<file path="config.mk">
export PLATFORM = sky130hd
export DESIGN_NAME = cdis_steer
export DESIGN_NICKNAME = d
export VERILOG_FILES = /design/src/rtl/cdis_fifo.sv /design/src/rtl/cdis_pkg.sv /design/src/rtl/cdis_steer.sv
export VERILOG_INCLUDE_DIRS = /design/src /design/src/rtl
export SDC_FILE = /design/constraint.sdc
export NUM_CORES = 1
export LEC_CHECK = 0
export ABC_AREA = 1
export ABC_CLOCK_PERIOD_IN_PS = 2100
export CAP_MARGIN = 25
export CORE_MARGIN = 8
export CORE_UTILIZATION = 25
export CTS_BUF_LIST = sky130_fd_sc_hd__clkbuf_2 sky130_fd_sc_hd__clkbuf_4 sky130_fd_sc_hd__clkbuf_8
export DETAILED_ROUTE_END_ITERATION = 8
export DONT_BUFFER_PORTS = 1
export PLACE_DENSITY_LB_ADDON = 0.15
export SLEW_MARGIN = 20
export SYNTH_ARGS = -nofsm -noshare
export SYNTH_HDL_FRONTEND = slang
export SYNTH_SLANG_ARGS = --single-unit
</file>
<file path="constraint.sdc">
create_clock -name mclk -period 2.1 [get_ports mclk]
set_input_delay 0.42 -clock mclk [delete_from_list [all_inputs] [get_ports mclk]]
set_output_delay 0.42 -clock mclk [all_outputs]
set_load 0.03 [all_outputs]
</file>
<file path="src/rtl/cdis_params.svh">
`ifndef CDIS_PARAMS_SVH
`define CDIS_PARAMS_SVH
`define CDIS_ADDR_W 16
`define CDIS_DATA_W 8
`define CDIS_FIFO_DEPTH 16
`define CDIS_BYTE_RST 8'h00
`define CDIS_ADDR_RST 16'h0000
`define CDIS_STAT_W 8
`define CDIS_STAT_RST 8'h00
`endif

</file>
<file path="src/rtl/cdis_fifo.sv">
// The output buffer lives beside the steering logic, in the steering file.

</file>
<file path="src/rtl/cdis_pkg.sv">
`include "cdis_params.svh"
package cdis_pkg;
  typedef logic [`CDIS_DATA_W-1:0] cdis_byte_t;
  typedef logic [`CDIS_ADDR_W-1:0] cdis_addr_t;
  typedef logic [`CDIS_STAT_W-1:0] cdis_stat_t;
  typedef enum logic [2:0] {
    CDIS_IDLE = 3'b001,
    CDIS_MEMIO = 3'b010,
    CDIS_PANEL = 3'b100
  } cdis_src_t;
endpackage

</file>
<file path="src/rtl/cdis_steer.sv">
// Notes on behaviour
// - Sixteen address lines go out toward memory and I/O, registered.
// - Status follows the address, one cycle after it is placed.
// - Memory/IO drivers enable only with strobe high and takeover low.
// - Enabled drivers pass the input byte onto the two-way data bus.
// - Takeover high blocks memory/IO input and selects panel input.
// - Panel byte reaches the processor only in the cycle after the strobe.
// - Written data appears on eight dedicated output lines.
// - Panel sees the same output lines for display.
// - Ready low holds the processor waiting; ready high lets it run.
// - Wait request is retimed through one flip-flop before ready.
`include "cdis_params.svh"

module cdis_steer
  import cdis_pkg::*;
#(
  parameter int FIFO_DEPTH = `CDIS_FIFO_DEPTH
) (
  // Clock and reset.
  input wire logic mclk,
  input wire logic rst_b,
  // Processor side.
  input wire cdis_pkg::cdis_addr_t cpu_addr,
  input wire cdis_pkg::cdis_stat_t cpu_status,
  input wire cdis_pkg::cdis_byte_t cpu_wdata,
  input wire logic cpu_wvalid,
  output logic cpu_wready,
  input wire logic data_bus_in_strobe,
  output logic cpu_ready,
  // Two-way data bus, split into its three signals.
  input wire cdis_pkg::cdis_byte_t bidir_data_bus_i,
  output cdis_pkg::cdis_byte_t bidir_data_bus_o,
  output logic bidir_data_bus_oe,
  // System bus side.
  output cdis_pkg::cdis_addr_t address_lines,
  output cdis_pkg::cdis_stat_t status_lines,
  output cdis_pkg::cdis_byte_t processor_output_byte,
  output logic output_byte_valid,
  input wire logic output_byte_taken,
  input wire cdis_pkg::cdis_byte_t memory_io_input_byte,
  input wire logic wait_request_input,
  // Front panel side.
  input wire logic panel_takeover,
  input wire cdis_pkg::cdis_byte_t panel_input_byte
);
  import cdis_pkg::*;

  // ==========================================================
  // Address and status
  // ==========================================================
  cdis_addr_t addr_ff;
  cdis_stat_t stat_ff;
  cdis_stat_t stat_pend_ff;

  // Status is held back one cycle so the address is always stable first.
  always_ff @(posedge mclk or negedge rst_b) begin
    if (!rst_b) begin
      addr_ff <= `CDIS_ADDR_RST;
      stat_pend_ff <= `CDIS_STAT_RST;
      stat_ff <= `CDIS_STAT_RST;
    end else begin
      addr_ff <= cpu_addr;
      stat_pend_ff <= cpu_status;
      stat_ff <= stat_pend_ff;
    end
  end
  assign address_lines = addr_ff;
  assign status_lines = stat_ff;

  // ==========================================================
  // Input steering
  // ==========================================================
  cdis_src_t src_ff;
  cdis_src_t nxt_src;
  cdis_byte_t bus_ff;
  cdis_byte_t nxt_bus;
  logic oe_ff;

  always_comb begin
    nxt_src = CDIS_IDLE;
    nxt_bus = `CDIS_BYTE_RST;
    case ({data_bus_in_strobe, panel_takeover})
      2'b10: begin
        nxt_src = CDIS_MEMIO;
        nxt_bus = memory_io_input_byte;
      end
      2'b11: begin
        nxt_src = CDIS_PANEL;
        nxt_bus = panel_input_byte;
      end
      default: begin
        nxt_src = CDIS_IDLE;
        nxt_bus = `CDIS_BYTE_RST;
      end
    endcase
  end

  always_ff @(posedge mclk or negedge rst_b) begin
    if (!rst_b) begin
      src_ff <= CDIS_IDLE;
      bus_ff <= `CDIS_BYTE_RST;
      oe_ff <= 1'b0;
    end else begin
      src_ff <= nxt_src;
      bus_ff <= nxt_bus;
      oe_ff <= (nxt_src != CDIS_IDLE);
    end
  end
  assign bidir_data_bus_o = bus_ff;
  assign bidir_data_bus_oe = oe_ff;

  // ==========================================================
  // Output data path
  // ==========================================================
  // The FIFO lets the processor write ahead while a slow card or the panel
  // is still taking the previous byte; a full FIFO stalls the writer.
  cdis_byte_t fifo_data;
  logic fifo_valid;
  logic fifo_pop;
  cdis_byte_t out_ff;
  logic out_valid_ff;

  assign fifo_pop = fifo_valid && (!out_valid_ff || output_byte_taken);

  cdis_fifo #(
    .WIDTH(`CDIS_DATA_W),
    .DEPTH(FIFO_DEPTH)
  ) u_fifo (
    .mclk(mclk),
    .rst_b(rst_b),
    .in_valid(cpu_wvalid),
    .in_ready(cpu_wready),
    .in_data(cpu_wdata),
    .out_valid(fifo_valid),
    .out_ready(fifo_pop),
    .out_data(fifo_data)
  );

  always_ff @(posedge mclk or negedge rst_b) begin
    if (!rst_b) begin
      out_ff <= `CDIS_BYTE_RST;
      out_valid_ff <= 1'b0;
    end else begin
      if (fifo_pop) begin
        out_ff <= fifo_data;
        out_valid_ff <= 1'b1;
      end else if (output_byte_taken) begin
        out_valid_ff <= 1'b0;
      end
    end
  end
  assign processor_output_byte = out_ff;
  assign output_byte_valid = out_valid_ff;

  // ==========================================================
  // Ready retiming
  // ==========================================================
  logic ready_ff;

  // One flop only: inputs are synchronous here, so no second stage is needed.
  always_ff @(posedge mclk or negedge rst_b) begin
    if (!rst_b) begin
      ready_ff <= 1'b0;
    end else begin
      ready_ff <= wait_request_input;
    end
  end
  assign cpu_ready = ready_ff;

  // ==========================================================
  // Checks
  // ==========================================================
  chk_addr_follow: assert property (@(posedge mclk) disable iff (!rst_b)
    address_lines == $past(cpu_addr))
    else $error("address lines do not follow processor address");
  chk_status_after_addr: assert property (@(posedge mclk) disable iff (!rst_b)
    ##2 status_lines == $past(cpu_status, 2))
    else $error("status not two cycles behind processor status");
  chk_memio_enable: assert property (@(posedge mclk) disable iff (!rst_b)
    (data_bus_in_strobe && !panel_takeover) |=> bidir_data_bus_oe && bidir_data_bus_o == $past(memory_io_input_byte))
    else $error("memory/IO byte not driven during strobe");
  chk_panel_select: assert property (@(posedge mclk) disable iff (!rst_b)
    (data_bus_in_strobe && panel_takeover) |=> bidir_data_bus_oe && bidir_data_bus_o == $past(panel_input_byte))
    else $error("panel byte not driven under takeover");
  chk_release_bus: assert property (@(posedge mclk) disable iff (!rst_b)
    !data_bus_in_strobe |=> !bidir_data_bus_oe && src_ff == CDIS_IDLE)
    else $error("bus driven without strobe");
  chk_one_source: assert property (@(posedge mclk) disable iff (!rst_b)
    bidir_data_bus_oe |-> $past(data_bus_in_strobe) && $onehot(src_ff))
    else $error("bus enable without strobe or with two sources");
  chk_ready_retime: assert property (@(posedge mclk) disable iff (!rst_b)
    $rose(wait_request_input) |=> cpu_ready)
    else $error("ready not retimed in one cycle");
  chk_wait_hold: assert property (@(posedge mclk) disable iff (!rst_b)
    !wait_request_input [*2] |-> !cpu_ready)
    else $error("ready high while wait requested");
  chk_output_byte: assert property (@(posedge mclk) disable iff (!rst_b)
    fifo_pop |=> output_byte_valid && processor_output_byte == $past(fifo_data))
    else $error("output byte not presented");
  chk_out_hold: assert property (@(posedge mclk) disable iff (!rst_b)
    (output_byte_valid && !output_byte_taken) |=> output_byte_valid && $stable(processor_output_byte))
    else $error("output byte dropped before taken");

  cov_memio_read: cover property (@(posedge mclk) disable iff (!rst_b)
    data_bus_in_strobe && !panel_takeover ##1 bidir_data_bus_oe);
  cov_panel_read: cover property (@(posedge mclk) disable iff (!rst_b)
    data_bus_in_strobe && panel_takeover ##1 bidir_data_bus_oe);
  cov_fifo_full: cover property (@(posedge mclk) disable iff (!rst_b)
    cpu_wvalid && !cpu_wready);
  cov_wait_state: cover property (@(posedge mclk) disable iff (!rst_b)
    !cpu_ready ##1 cpu_ready);
endmodule

// ==========================================================
// Output buffer
// ==========================================================
module cdis_fifo #(
  parameter int WIDTH = 8,
  parameter int DEPTH = 16
) (
  // Clock and reset.
  input wire logic mclk,
  input wire logic rst_b,
  // Fill side.
  input wire logic in_valid,
  output logic in_ready,
  input wire logic [WIDTH-1:0] in_data,
  // Drain side.
  output logic out_valid,
  input wire logic out_ready,
  output logic [WIDTH-1:0] out_data
);
  localparam int AW = $clog2(DEPTH);
  logic [WIDTH-1:0] mem_ff [DEPTH];
  logic [AW-1:0] wr_ptr_ff;
  logic [AW-1:0] rd_ptr_ff;
  logic [AW:0] count_ff;
  logic [AW:0] nxt_count;
  logic in_ready_ff;
  logic out_valid_ff;
  logic push;
  logic pop;

  // Both flags are registered from the next count, so the ready that the
  // writer sees comes straight from a flop without losing a cycle of throughput.
  assign push = in_valid && in_ready_ff;
  assign pop = out_valid_ff && out_ready;
  assign nxt_count = count_ff + (AW+1)'(push) - (AW+1)'(pop);
  assign in_ready = in_ready_ff;
  assign out_valid = out_valid_ff;
  assign out_data = mem_ff[rd_ptr_ff];

  always_ff @(posedge mclk) begin
    if (push) begin
      mem_ff[wr_ptr_ff] <= in_data;
    end
  end

  always_ff @(posedge mclk or negedge rst_b) begin
    if (!rst_b) begin
      wr_ptr_ff <= '0;
      rd_ptr_ff <= '0;
      count_ff <= '0;
      in_ready_ff <= 1'b1;
      out_valid_ff <= 1'b0;
    end else begin
      if (push) begin
        wr_ptr_ff <= (wr_ptr_ff == AW'(DEPTH - 1)) ? '0 : wr_ptr_ff + 1'b1;
      end
      if (pop) begin
        rd_ptr_ff <= (rd_ptr_ff == AW'(DEPTH - 1)) ? '0 : rd_ptr_ff + 1'b1;
      end
      count_ff <= nxt_count;
      in_ready_ff <= (nxt_count != (AW+1)'(DEPTH));
      out_valid_ff <= (nxt_count != '0);
    end
  end

  // ==========================================================
  // Checks
  // ==========================================================
  chk_fifo_no_overflow: assert property (@(posedge mclk) disable iff (!rst_b)
    count_ff <= (AW+1)'(DEPTH))
    else $error("buffer count beyond its depth");
  chk_fifo_flags: assert property (@(posedge mclk) disable iff (!rst_b)
    (in_ready == (count_ff != (AW+1)'(DEPTH))) && (out_valid == (count_ff != '0)))
    else $error("buffer flags disagree with its count");
endmodule

</file>
# [Yosys cells after proc, flatten, opt, wreduce, memory -nomap -nowiden]
# Memories as Yosys holds them, arrays and structs flattened. A register that Yosys moved wholly into a read port is not among the register bits.
# Cells that the tools add are included.
[word_totals] regBits=58 latchBits=0 ramBits=128 rom_bits=0 input_bits=63 output_inout_bits=44 word_cells=39 mem_count=1
[mem_list] name="u_fifo.mem_ff" depth=16 word_bits=8 rd=1 rd_clocked_by_memory_dff=1 wr=1 line="cdis_steer.sv:234" text="logic [WIDTH-1:0] mem_ff [DEPTH];"
[op_classes] addsub=4 n_mul=0 n_div=0 order_cmp=0 n_eq_ne=6 n_shift=0 n_mux=8 n_bitwise=0 n_reduce_logical=8
[op_table] op="case mux 8 bit (2 select lines)" n=1
[op_table] op="adder 4 x 1 -> 4 bit, second input constant" n=2
[op_table] op="equality test 4 bit, second input constant" n=2
[op_table] op="two-way mux 4 bit" n=2
[op_table] op="case mux 3 bit (2 select lines)" n=1
[op_table] op="adder 5 x 1 -> 5 bit" n=1
[op_table] op="inequality test 5 bit, second input constant" n=1
[op_table] op="nonzero test 5 bit" n=1
[op_table] op="subtractor 5 x 1 -> 5 bit" n=1
[op_table] op="equality test 2 bit, second input constant" n=2
[op_table] op="two-way mux 1 bit" n=4
[op_table] op="logical AND 1 bit" n=3
[op_table] op="inequality test 3 x 1 -> 1 bit, second input constant" n=1
[op_table] op="logical NOT 1 bit" n=2
[op_table] op="nonzero test 2 bit" n=1
[op_table] op="logical OR 1 bit" n=1

# [Longest topological paths before layout]
# Gate-level depths: netlist (run 1).
[logic_depth] word_depth=6 ltp_mapped=13 depth_no_buf=12

# [Cells and area by module]
# Synthesis (run 1) repeated with hierarchy kept, for this count alone.
[hier_totals] hier_cells=761 area_unflattened_um2=8027.7
[by_module_without_submodules] module="cdis_fifo" instances=1 cells_per_inst=651 area_per_inst_um2=6453.7 seq_area_each_um2=4220.3
[by_module_without_submodules] module="cdis_steer" instances=1 cells_per_inst=110 area_per_inst_um2=1574.0 seq_area_each_um2=1276.2

# [Least setup slack after synthesis (run 1)]
# No wires, ideal clock.
[synth_timing] path_kind="register to register" start="reg out_valid_ff (netlist: output_byte_valid)" end="reg u_fifo.out_valid_ff (netlist: u_fifo.out_valid)" setup_time_ps=132 arrival_ps=2260 required_time_ps=1968 setup_slack_ps=-292 path_stages_with_launch=13 path_buffers=1 synth_period_minus_slack_ps=2392 cell_sequence="dfrtp_1 > nand2_1 > nand2_1 > inv_1 > buf_2 > ha_1 > inv_1 > ha_1 > fa_1 > nand3_1 > nand2_1 > xor2_1 > nand3b_1"
[synth_between] elab_chain_len=6
[synth_rtl] item="from (decl)" line="cdis_steer.sv:121" text="logic out_valid_ff;"
[synth_rtl] item="from (signal assigned)" line="cdis_steer.sv:142" text="out_valid_ff <= 1'b0;"
[synth_rtl] item="from (signal assigned)" line="cdis_steer.sv:146" text="out_valid_ff <= 1'b1;"
[synth_rtl] item="from (signal assigned)" line="cdis_steer.sv:148" text="out_valid_ff <= 1'b0;"
[synth_rtl] item="logical NOT 1 bit" line="cdis_steer.sv:123" text="assign fifo_pop = fifo_valid && (!out_valid_ff || output_byte_taken);"
[synth_rtl] item="logical OR 1 bit" line="cdis_steer.sv:123"
[synth_rtl] item="logical AND 1 bit" line="cdis_steer.sv:123"
[synth_rtl] item="via fifo_pop" line="cdis_steer.sv:119" text="logic fifo_pop;"
[synth_rtl] item="logical AND 1 bit" line="cdis_steer.sv:247" text="assign pop = out_valid_ff && out_ready;"
[synth_rtl] item="subtractor 5 x 1 -> 5 bit" line="cdis_steer.sv:248" text="assign nxt_count = count_ff + (AW+1)'(push) - (AW+1)'(pop);"
[synth_rtl] item="via u_fifo.nxt_count[4]" line="cdis_steer.sv:238" text="logic [AW:0] nxt_count;"
[synth_rtl] item="nonzero test 5 bit" line="cdis_steer.sv:275" text="out_valid_ff <= (nxt_count != '0);"
[synth_rtl] item="to (signal assigned)" line="cdis_steer.sv:275"
[synth_rtl] item="to (decl)" line="cdis_steer.sv:240" text="logic out_valid_ff;"
# The timed path passes the listed nets, and every way through them passes these cells.
# A chain may end at the register's enable or synchronous reset.

# [Worst setup path after layout (run 1)]
[layout_timing] start="reg out_valid_ff (netlist: output_byte_valid)" end="reg u_fifo.out_valid_ff (netlist: u_fifo.out_valid)"
[layout_between] elab_chain_len=6
[layout_rtl] item="logical NOT 1 bit" line="cdis_steer.sv:123"
[layout_rtl] item="logical OR 1 bit" line="cdis_steer.sv:123"
[layout_rtl] item="logical AND 1 bit" line="cdis_steer.sv:123"
[layout_rtl] item="logical AND 1 bit" line="cdis_steer.sv:247"
[layout_rtl] item="subtractor 5 x 1 -> 5 bit" line="cdis_steer.sv:248"
[layout_rtl] item="via u_fifo.nxt_count[4]" line="cdis_steer.sv:238"
[layout_rtl] item="nonzero test 5 bit" line="cdis_steer.sv:275"
# The timed path passes the listed nets, and every way through them passes these cells.

==> results of run 1 <==
## power by group through the flow
stage                     sequential (mW)  combinational [mW]  clock, mW
after global routing                 5.20                4.26       2.67
after CTS                            5.16                3.80       2.54
final                                5.15                3.78       2.46
after global placement               5.24                3.60          0
after detailed placement             5.25                3.65          0
after floorplan                      5.11                2.54          0
## path summary, 6_finish.rpt
path                       slack [ns]                     startpoint                       endpoint  cells after the start
min in group asynchronous        0.48                          rst_b      stat_pend_ff[4]$_DFF_PN0_                      2
setup reg to reg                 0.16  output_byte_valid$_DFFE_PN0P_     u_fifo.out_valid$_DFF_PN0_                     11
max in group asynchronous        1.30                          rst_b      u_fifo.in_ready$_DFF_PN1_                      2
hold reg to reg                  0.36      stat_pend_ff[3]$_DFF_PN0_      status_lines[3]$_DFF_PN0_                      0
setup / recovery                 0.16  output_byte_valid$_DFFE_PN0P_     u_fifo.out_valid$_DFF_PN0_                     11
hold / removal                   0.05                   cpu_wdata[4]  u_fifo.mem_ff[2][4]$_DFFE_PP_                      0
## cells in the final DEF, fill, tap and decap left out, types with 2 or more instances in the layout
cell type,instances
inv_1,16
ha_1,8
edfxtp_1,128
nor2_1,26
clkbuf_8,18
o21ai_0,5
dfrtp_2,2
xnor2_1,2
nand3_1,84
dfrtp_1,63
inv_8,3
clkinv_1,2
dlygate4sd3_1,45
nand2_1,228
inv_4,2
nand2_2,3
xor2_1,3
inv_6,6
buf_12,2
inv_2,6
ha_4,2
buf_4,28
a21oi_1,18
nor3_1,3
## through the flow
| step | setup TNS, ns | instance area [um^2] |
|---|---|---|
| 2_1_floorplan | -0.1377 | 7538 |
| 3_3_place_gp | -0.1185 | 8115 |
| 3_5_place_dp | -0.1994 | 8115 |
| 4_1_cts | 0 | 8897 |
| 5_1_grt | 0 | 9000 |
| 6_report | 0 | 9000 |
## state kept, by name, summed over array words and instances, names as in the netlist
| register | flops |
|---|---|
| address_lines | 16 |
| bidir_data_bus_o | 8 |
| bidir_data_bus_oe | 1 |
| cpu_ready | 1 |
| output_byte_valid | 1 |
| processor_output_byte | 8 |
| stat_pend_ff | 8 |
| status_lines | 8 |
| u_fifo.count_ff | 5 |
| u_fifo.in_ready | 1 |
| u_fifo.mem_ff | 128 |
| u_fifo.out_valid | 1 |
| u_fifo.rd_ptr_ff | 4 |
| u_fifo.wr_ptr_ff | 4 |
## per-layer routing
metal / share of wire, % / up-vias
li1: - / 2259
met1: 43 / 2380
met2: 53 / 79
met3: 3.1 / 14
met4: 1.0 / 0
met5: 0 / -
## timing repair
action                                  in CTS  in global routing
pin swaps                                    0                  3
hold endpoints to repair                   127                 22
buffers inserted                             0                  0
hold buffers                                37                  9
resized for setup                            1                  3
endpoints found under the setup margin       1                  2
## area by class of cell
cell class / instances / area (um^2)
Inverter: 23 / 86.33
Fill cell: 3036 / 20560
Sequential cell: 194 / 5499
Clock buffer: 18 / 247.7
Tap cell: 390 / 488.0
Multi-Input combinational cell: 389 / 1809
Timing Repair Buffer: 76 / 728.2
Clock inverter: 14 / 141.4
## cells by family after synthesis
| logic type | count (synthesis) |
|---|---|
| and+or+nand+nor | 349 |
| AOI/OAI and AO/OA | 23 |
| DFF | 194 |
| xor gates and xnor gates | 6 |
| buffers and inverters | 49 |
| adders and majority gates | 11 |
## worst register-to-register path, delay by kind of cell (launching register included)
| family | cells | cell delay, ns |
|---|---|---|
| and+or+nand+nor | 5 | 0.43 |
| buffers and inverters | 2 | 0.09 |
| adders and majority gates | 3 | 0.77 |
| xor gates and xnor gates | 1 | 0.16 |
| DFF | 1 | 0.38 |
==> results.txt, run 1 <==
Total wire length after detailed routing = 21400 um
Weighted congestion reported at the end of routability-driven placement = 0.7389
Critical path start-end classification = reg -> reg
Number of nets still failing antenna checks after routing = 0
Post-synthesis instance area = 7498 um^2
Net load switching power = 4.523 mW
Top cell family by delay on the critical path = adder cells
Post-detail-place hpwl = 13390 um
Internal power contribution = 6.863 mW
Ys flop type = edfxtp_1
Met2 GRT Util = 20.90%
Post-synthesis adder-cell area fraction = 1.936%
Ys async rst share = 34.02%
Final setup violating endpoints = 0
Wire length of the first global-routing pass = 31060 um
Total Die Area = 35790 um^2
Busiest grt layer = met2
PnR Total Power = 11.39 mW
Worst hold margin = 0.04646 ns
Die boundary width = 189.2 um
Number of enable-type register cells in the synthesized netlist = 128
Count of vias placed by the detailed router = 4732
Count leader, synth = nand2_1
Worst min-delay path category = in -> reg
Total of buffers placed on input and output ports = 0
Remaining DRCs = 0
GRT Util Overall = 11.78%
Worst clock skew = 0.01348 ns
TritonCTS buffer count = 17
Maximum buffer depth of the clock tree = 2
Power Density = 1265 nW/um^2
Root buffer selected by CTS = clkbuf_8
Combinational share of power = 33.2%
Synthesized netlist cell count = 632
Count of yosys warnings during synthesis = 0
Pre-CTS setup slack = -0.1098 ns
Leakage power summed over all cells = 3.570 nW
Delay of the slowest critical-path stage = 0.38 ns
Top cell type's share of synthesized area = 51.26%
Switching Fraction = 39.72%
Starting Density = 25.37%
Fraction of met1 tracks used by global routing = 14.31%
Largest fanout of any net on the critical path = 3
Global route overflow = 0
Leading post-synthesis cells by instance count = 230 x nand2_1, 128 x edfxtp_1, 85 x nand3_1
Pin count of the biggest net entering global routing = 67
Share of post-route cells with drive strength above 1 = 11.34%
Proportion of synthesized area in mux cells = 0%
Final worst slack = 0.1600 ns
Nets = 775
Crit path launch type = flop
Met3 GRT Util = 2.281%
Clock share of power = 21.6%
Biggest area consumer among synthesized cells = edfxtp_1
Seq pwr share = 45.2%
Count of distinct cell types in the synthesized netlist = 24
F_max = 515.5 MHz
Area grow syn2layout = 20.02%
Pin slew with the least headroom to its limit = 0.6130 ns
Number of max-cap violations = 0
Area of the core region = 29560 um^2
Ranking of synthesized cells by area = edfxtp_1 51%, dfrtp_1 22%, nand2_1 12%
Sequential-to-total area share from yosys stat = 73.30%
Synthesized flop and latch total = 194
Number of global-route vias before repair = 4842
Syn nets = 706
Final Max Slew Viols = 0
WP buf/inv = 2
Rel. slew slack = 59.00%
Period utilization = 92.38%
Worst path slowest cell = dfrtp_2
CP endpoint kind = flop
Count of pins on the block boundary = 107
Routed length per instance = 19.38 um
Synth Area in Compound Gates = 1.535%
Worst-path cell chain = nand2_2, nand2_2, inv_2, ha_4, inv_2, ha_4, fa_2, nand3_2, nand2_1, xor2_1, nand3b_1
Worst skew pair latency = 0.47 ns
Synthesized-area fraction occupied by xor and xnor cells = 0.7008%
Number of standard cells in the layout, taps in and fillers out = 1104
Final critical-path required period = 1.940 ns
Initial antenna violation count = 0
Worst endpoint data arrival time = 2.29 ns
Result of the run = finished clean
Combinational family with the most area after synthesis = simple AND/OR/NAND/NOR gates
Number of standard-cell rows in the floorplan = 63
Clock transition time at the flip-flop clock pins of the worst setup and hold paths = 0.10 ns
Placed Cells = 1026
Iteration-0 DRC count of the detailed router = 295
Number of clock sinks seen by CTS = 194
Critical path data required time = 2.45 ns
Per-instance average area after synthesis = 11.86 um^2
Simple-gate share of the synthesized area = 19.29%
Peak supply drop = 0.4640 mV
Inserted Diodes = 0
Detailed-router iteration count before antenna repair = 5
Fin util = 30.45%
Die Ht = 189.2 um
Clock tree from TritonCTS = built
Via density per instance = 4.286
H-tree levels = 4
Number of hold-slack violations in the final timing report = 0
RSZ-0062 raised after global routing = false
Note: power is estimated with default switching activity, not from simulation.
==> run 2: changes to the inputs <==
--- a/config.mk
+++ b/config.mk
@@ -9,9 +9,8 @@
 export ABC_AREA = 1
 export ABC_CLOCK_PERIOD_IN_PS = 2100
 export CAP_MARGIN = 25
-export CORE_MARGIN = 8
 export CORE_UTILIZATION = 25
-export CTS_BUF_LIST = sky130_fd_sc_hd__clkbuf_2 sky130_fd_sc_hd__clkbuf_4 sky130_fd_sc_hd__clkbuf_8
+export CTS_BUF_LIST = sky130_fd_sc_hd__clkbuf_2
 export DETAILED_ROUTE_END_ITERATION = 8
 export DONT_BUFFER_PORTS = 1
 export PLACE_DENSITY_LB_ADDON = 0.15
==> run 2 against run 1 <==
Net effect: critical path type is now in -> reg; critical path depth shrank 6; highest routed layer unchanged; count of clock-buffer cells in the layout shrank 1; clock power shrank 30%; worst hold slack gained 0.054 ns; flip-flop and latch count is the same.
==> results.txt, run 2 (same netlist as run 1, synthesis figures left out) <==
Final Max Slew Viols = 0
Routed length per instance = 17.24 um
GRT Util Overall = 13.12%
Final setup violating endpoints = 0
Worst path slowest cell = dlygate4sd3_1
Post-detail-place hpwl = 11930 um
Die Ht = 175.2 um
Result of the run = finished clean
Area of the core region = 29560 um^2
Critical path start-end classification = in -> reg
Total wire length after detailed routing = 19330 um
Wire length of the first global-routing pass = 29190 um
Worst skew pair latency = 0.81 ns
Weighted congestion reported at the end of routability-driven placement = 0.7283
Worst hold margin = 0.1006 ns
Root buffer selected by CTS = clkbuf_2
Share of post-route cells with drive strength above 1 = 11.10%
Pin count of the biggest net entering global routing = 67
Worst-path cell chain = dlygate4sd3_1, nand3_1, dlygate4sd3_1, nand2_1, dlygate4sd3_1
Initial antenna violation count = 1
Global route overflow = 0
Remaining DRCs = 0
Via density per instance = 4.244
Peak supply drop = 0.4164 mV
Rel. slew slack = 38.98%
Critical path data required time = 2.82 ns
Crit path launch type = input port
Number of nets still failing antenna checks after routing = 0
Total Die Area = 30690 um^2
Largest register by flop count = u_fifo.mem_ff
Delay of the slowest critical-path stage = 0.88 ns
Power Density = 1179 nW/um^2
Number of standard cells in the layout, taps in and fillers out = 1121
Clock transition time at the flip-flop clock pins of the worst setup and hold paths = 0.30 ns
Pin slew with the least headroom to its limit = 0.9123 ns
Final worst slack = 0.1059 ns
RSZ-0062 raised after global routing = false
Number of clock sinks seen by CTS = 194
Total of buffers placed on input and output ports = 0
Worst min-delay path category = in -> async
Filler cell count in the final layout = 3006
Non-Filler Cell Area, Final = 8960 um^2
Crit path top cell by count = dlygate4sd3_1
Number of buffers inserted to repair setup after CTS = 0
Final critical-path required period = 1.994 ns
Max reg flops = 128
Clock tree from TritonCTS = built
Leakage power summed over all cells = 3.557 nW
H-tree levels = 4
Number of standard-cell rows in the floorplan = 63
Sum Neg Setup Slack = 0 ns
Number of hold-slack violations in the final timing report = 0
Period utilization = 94.96%
Die boundary width = 175.2 um
Most frequent standard cell in the layout excluding fill and tap cells = nand2_1
Count of pins on the block boundary = 107
Largest fanout of any net on the critical path = 17
Number of max-cap violations = 0
Detailed-router iteration count before antenna repair = 5
Iteration-0 DRC count of the detailed router = 300
Maximum buffer depth of the clock tree = 2
Worst endpoint data arrival time = 2.71 ns
Total cell area at the placement stage = 8103 um^2
Fin util = 30.31%
Pre-CTS setup slack = -0.1151 ns
Starting Density = 25.37%
PnR Total Power = 10.57 mW
Placed Cells = 1026
Worst clock skew = 0.05590 ns
Count of vias placed by the detailed router = 4758
Number of global-route vias before repair = 4748
Commonest non-fill, non-tap cells in the layout = 228 x nand2_1, 128 x edfxtp_1, 84 x nand3_1
TritonCTS buffer count = 17
Nets = 791
CP endpoint kind = flop
Area grow syn2layout = 19.49%
F_max = 501.5 MHz
run 2: cell types whose count changed in the layout (fill, tap and decap cells not counted), moves of 2 or more:
cell	before	now
inv_8	3	1
clkbuf_8	18	0
inv_6	6	8
clkinv_2	0	2
dlygate4sd3_1	45	61
inv_4	2	0
clkbuf_2	0	17
clkinv_4	1	3
run 2: final cells by class:
class                      instances  area, um^2  share of cell area [%]
antenna                            1       2.502                 0.02793
clock buffer                      17       85.08                  0.9496
clock inverter                    15       121.4                   1.355
inverter                          23       86.33                  0.9636
multi-input combinational        389        1802                   20.11
sequential                       194        5499                   61.37
tap                              390       488.0                   5.446
timing repair buffer              92       875.8                   9.775
run 2: metal layers:
layer	share of wire (%)	global-route usage, %	routed length, um
met2	50	21.48	9713
met1	45	16.96	8623
met5	0	0	0
met3	3.2	2.916	613
met4	2.0	4.746	378
run 2: repair_timing:
action | 4_1_cts | 5_1_grt
hold buffers | 62 | 0
hold endpoints to repair | 233 | 0
endpoints found under the setup margin | 1 | 1
pin swaps | 0 | 3
resized for setup | 1 | 2
run 2: worst max-delay path: cells and delay by family:
family	cells	cell delay, ns
buffers and inverters	3	2.04
and+or+nand+nor	2	0.24
run 2: worst paths after layout:
check / slack (ns) / to / start / depth (start not counted)
setup / recovery: 0.11 / bidir_data_bus_o[1]$_DFF_PN0_ / data_bus_in_strobe / 5
hold / removal: 0.10 / processor_output_byte[5]$_DFFE_PN0P_ / rst_b / 2
setup reg to reg: 0.13 / u_fifo.out_valid$_DFF_PN0_ / output_byte_valid$_DFFE_PN0P_ / 11
hold reg to reg: 0.37 / status_lines[4]$_DFF_PN0_ / stat_pend_ff[4]$_DFF_PN0_ / 0
max in group asynchronous: 1.60 / u_fifo.in_ready$_DFF_PN1_ / rst_b / 2
min in group mclk: 0.17 / stat_pend_ff[7]$_DFF_PN0_ / cpu_status[7] / 1
run 2: power breakdown:
group	internal (mW)	switching (mW)	total [mW]
combinational	1.21	2.50	3.71
clock	0.356	1.36	1.72
sequential	4.61	0.524	5.14
total	6.18	4.39	10.6
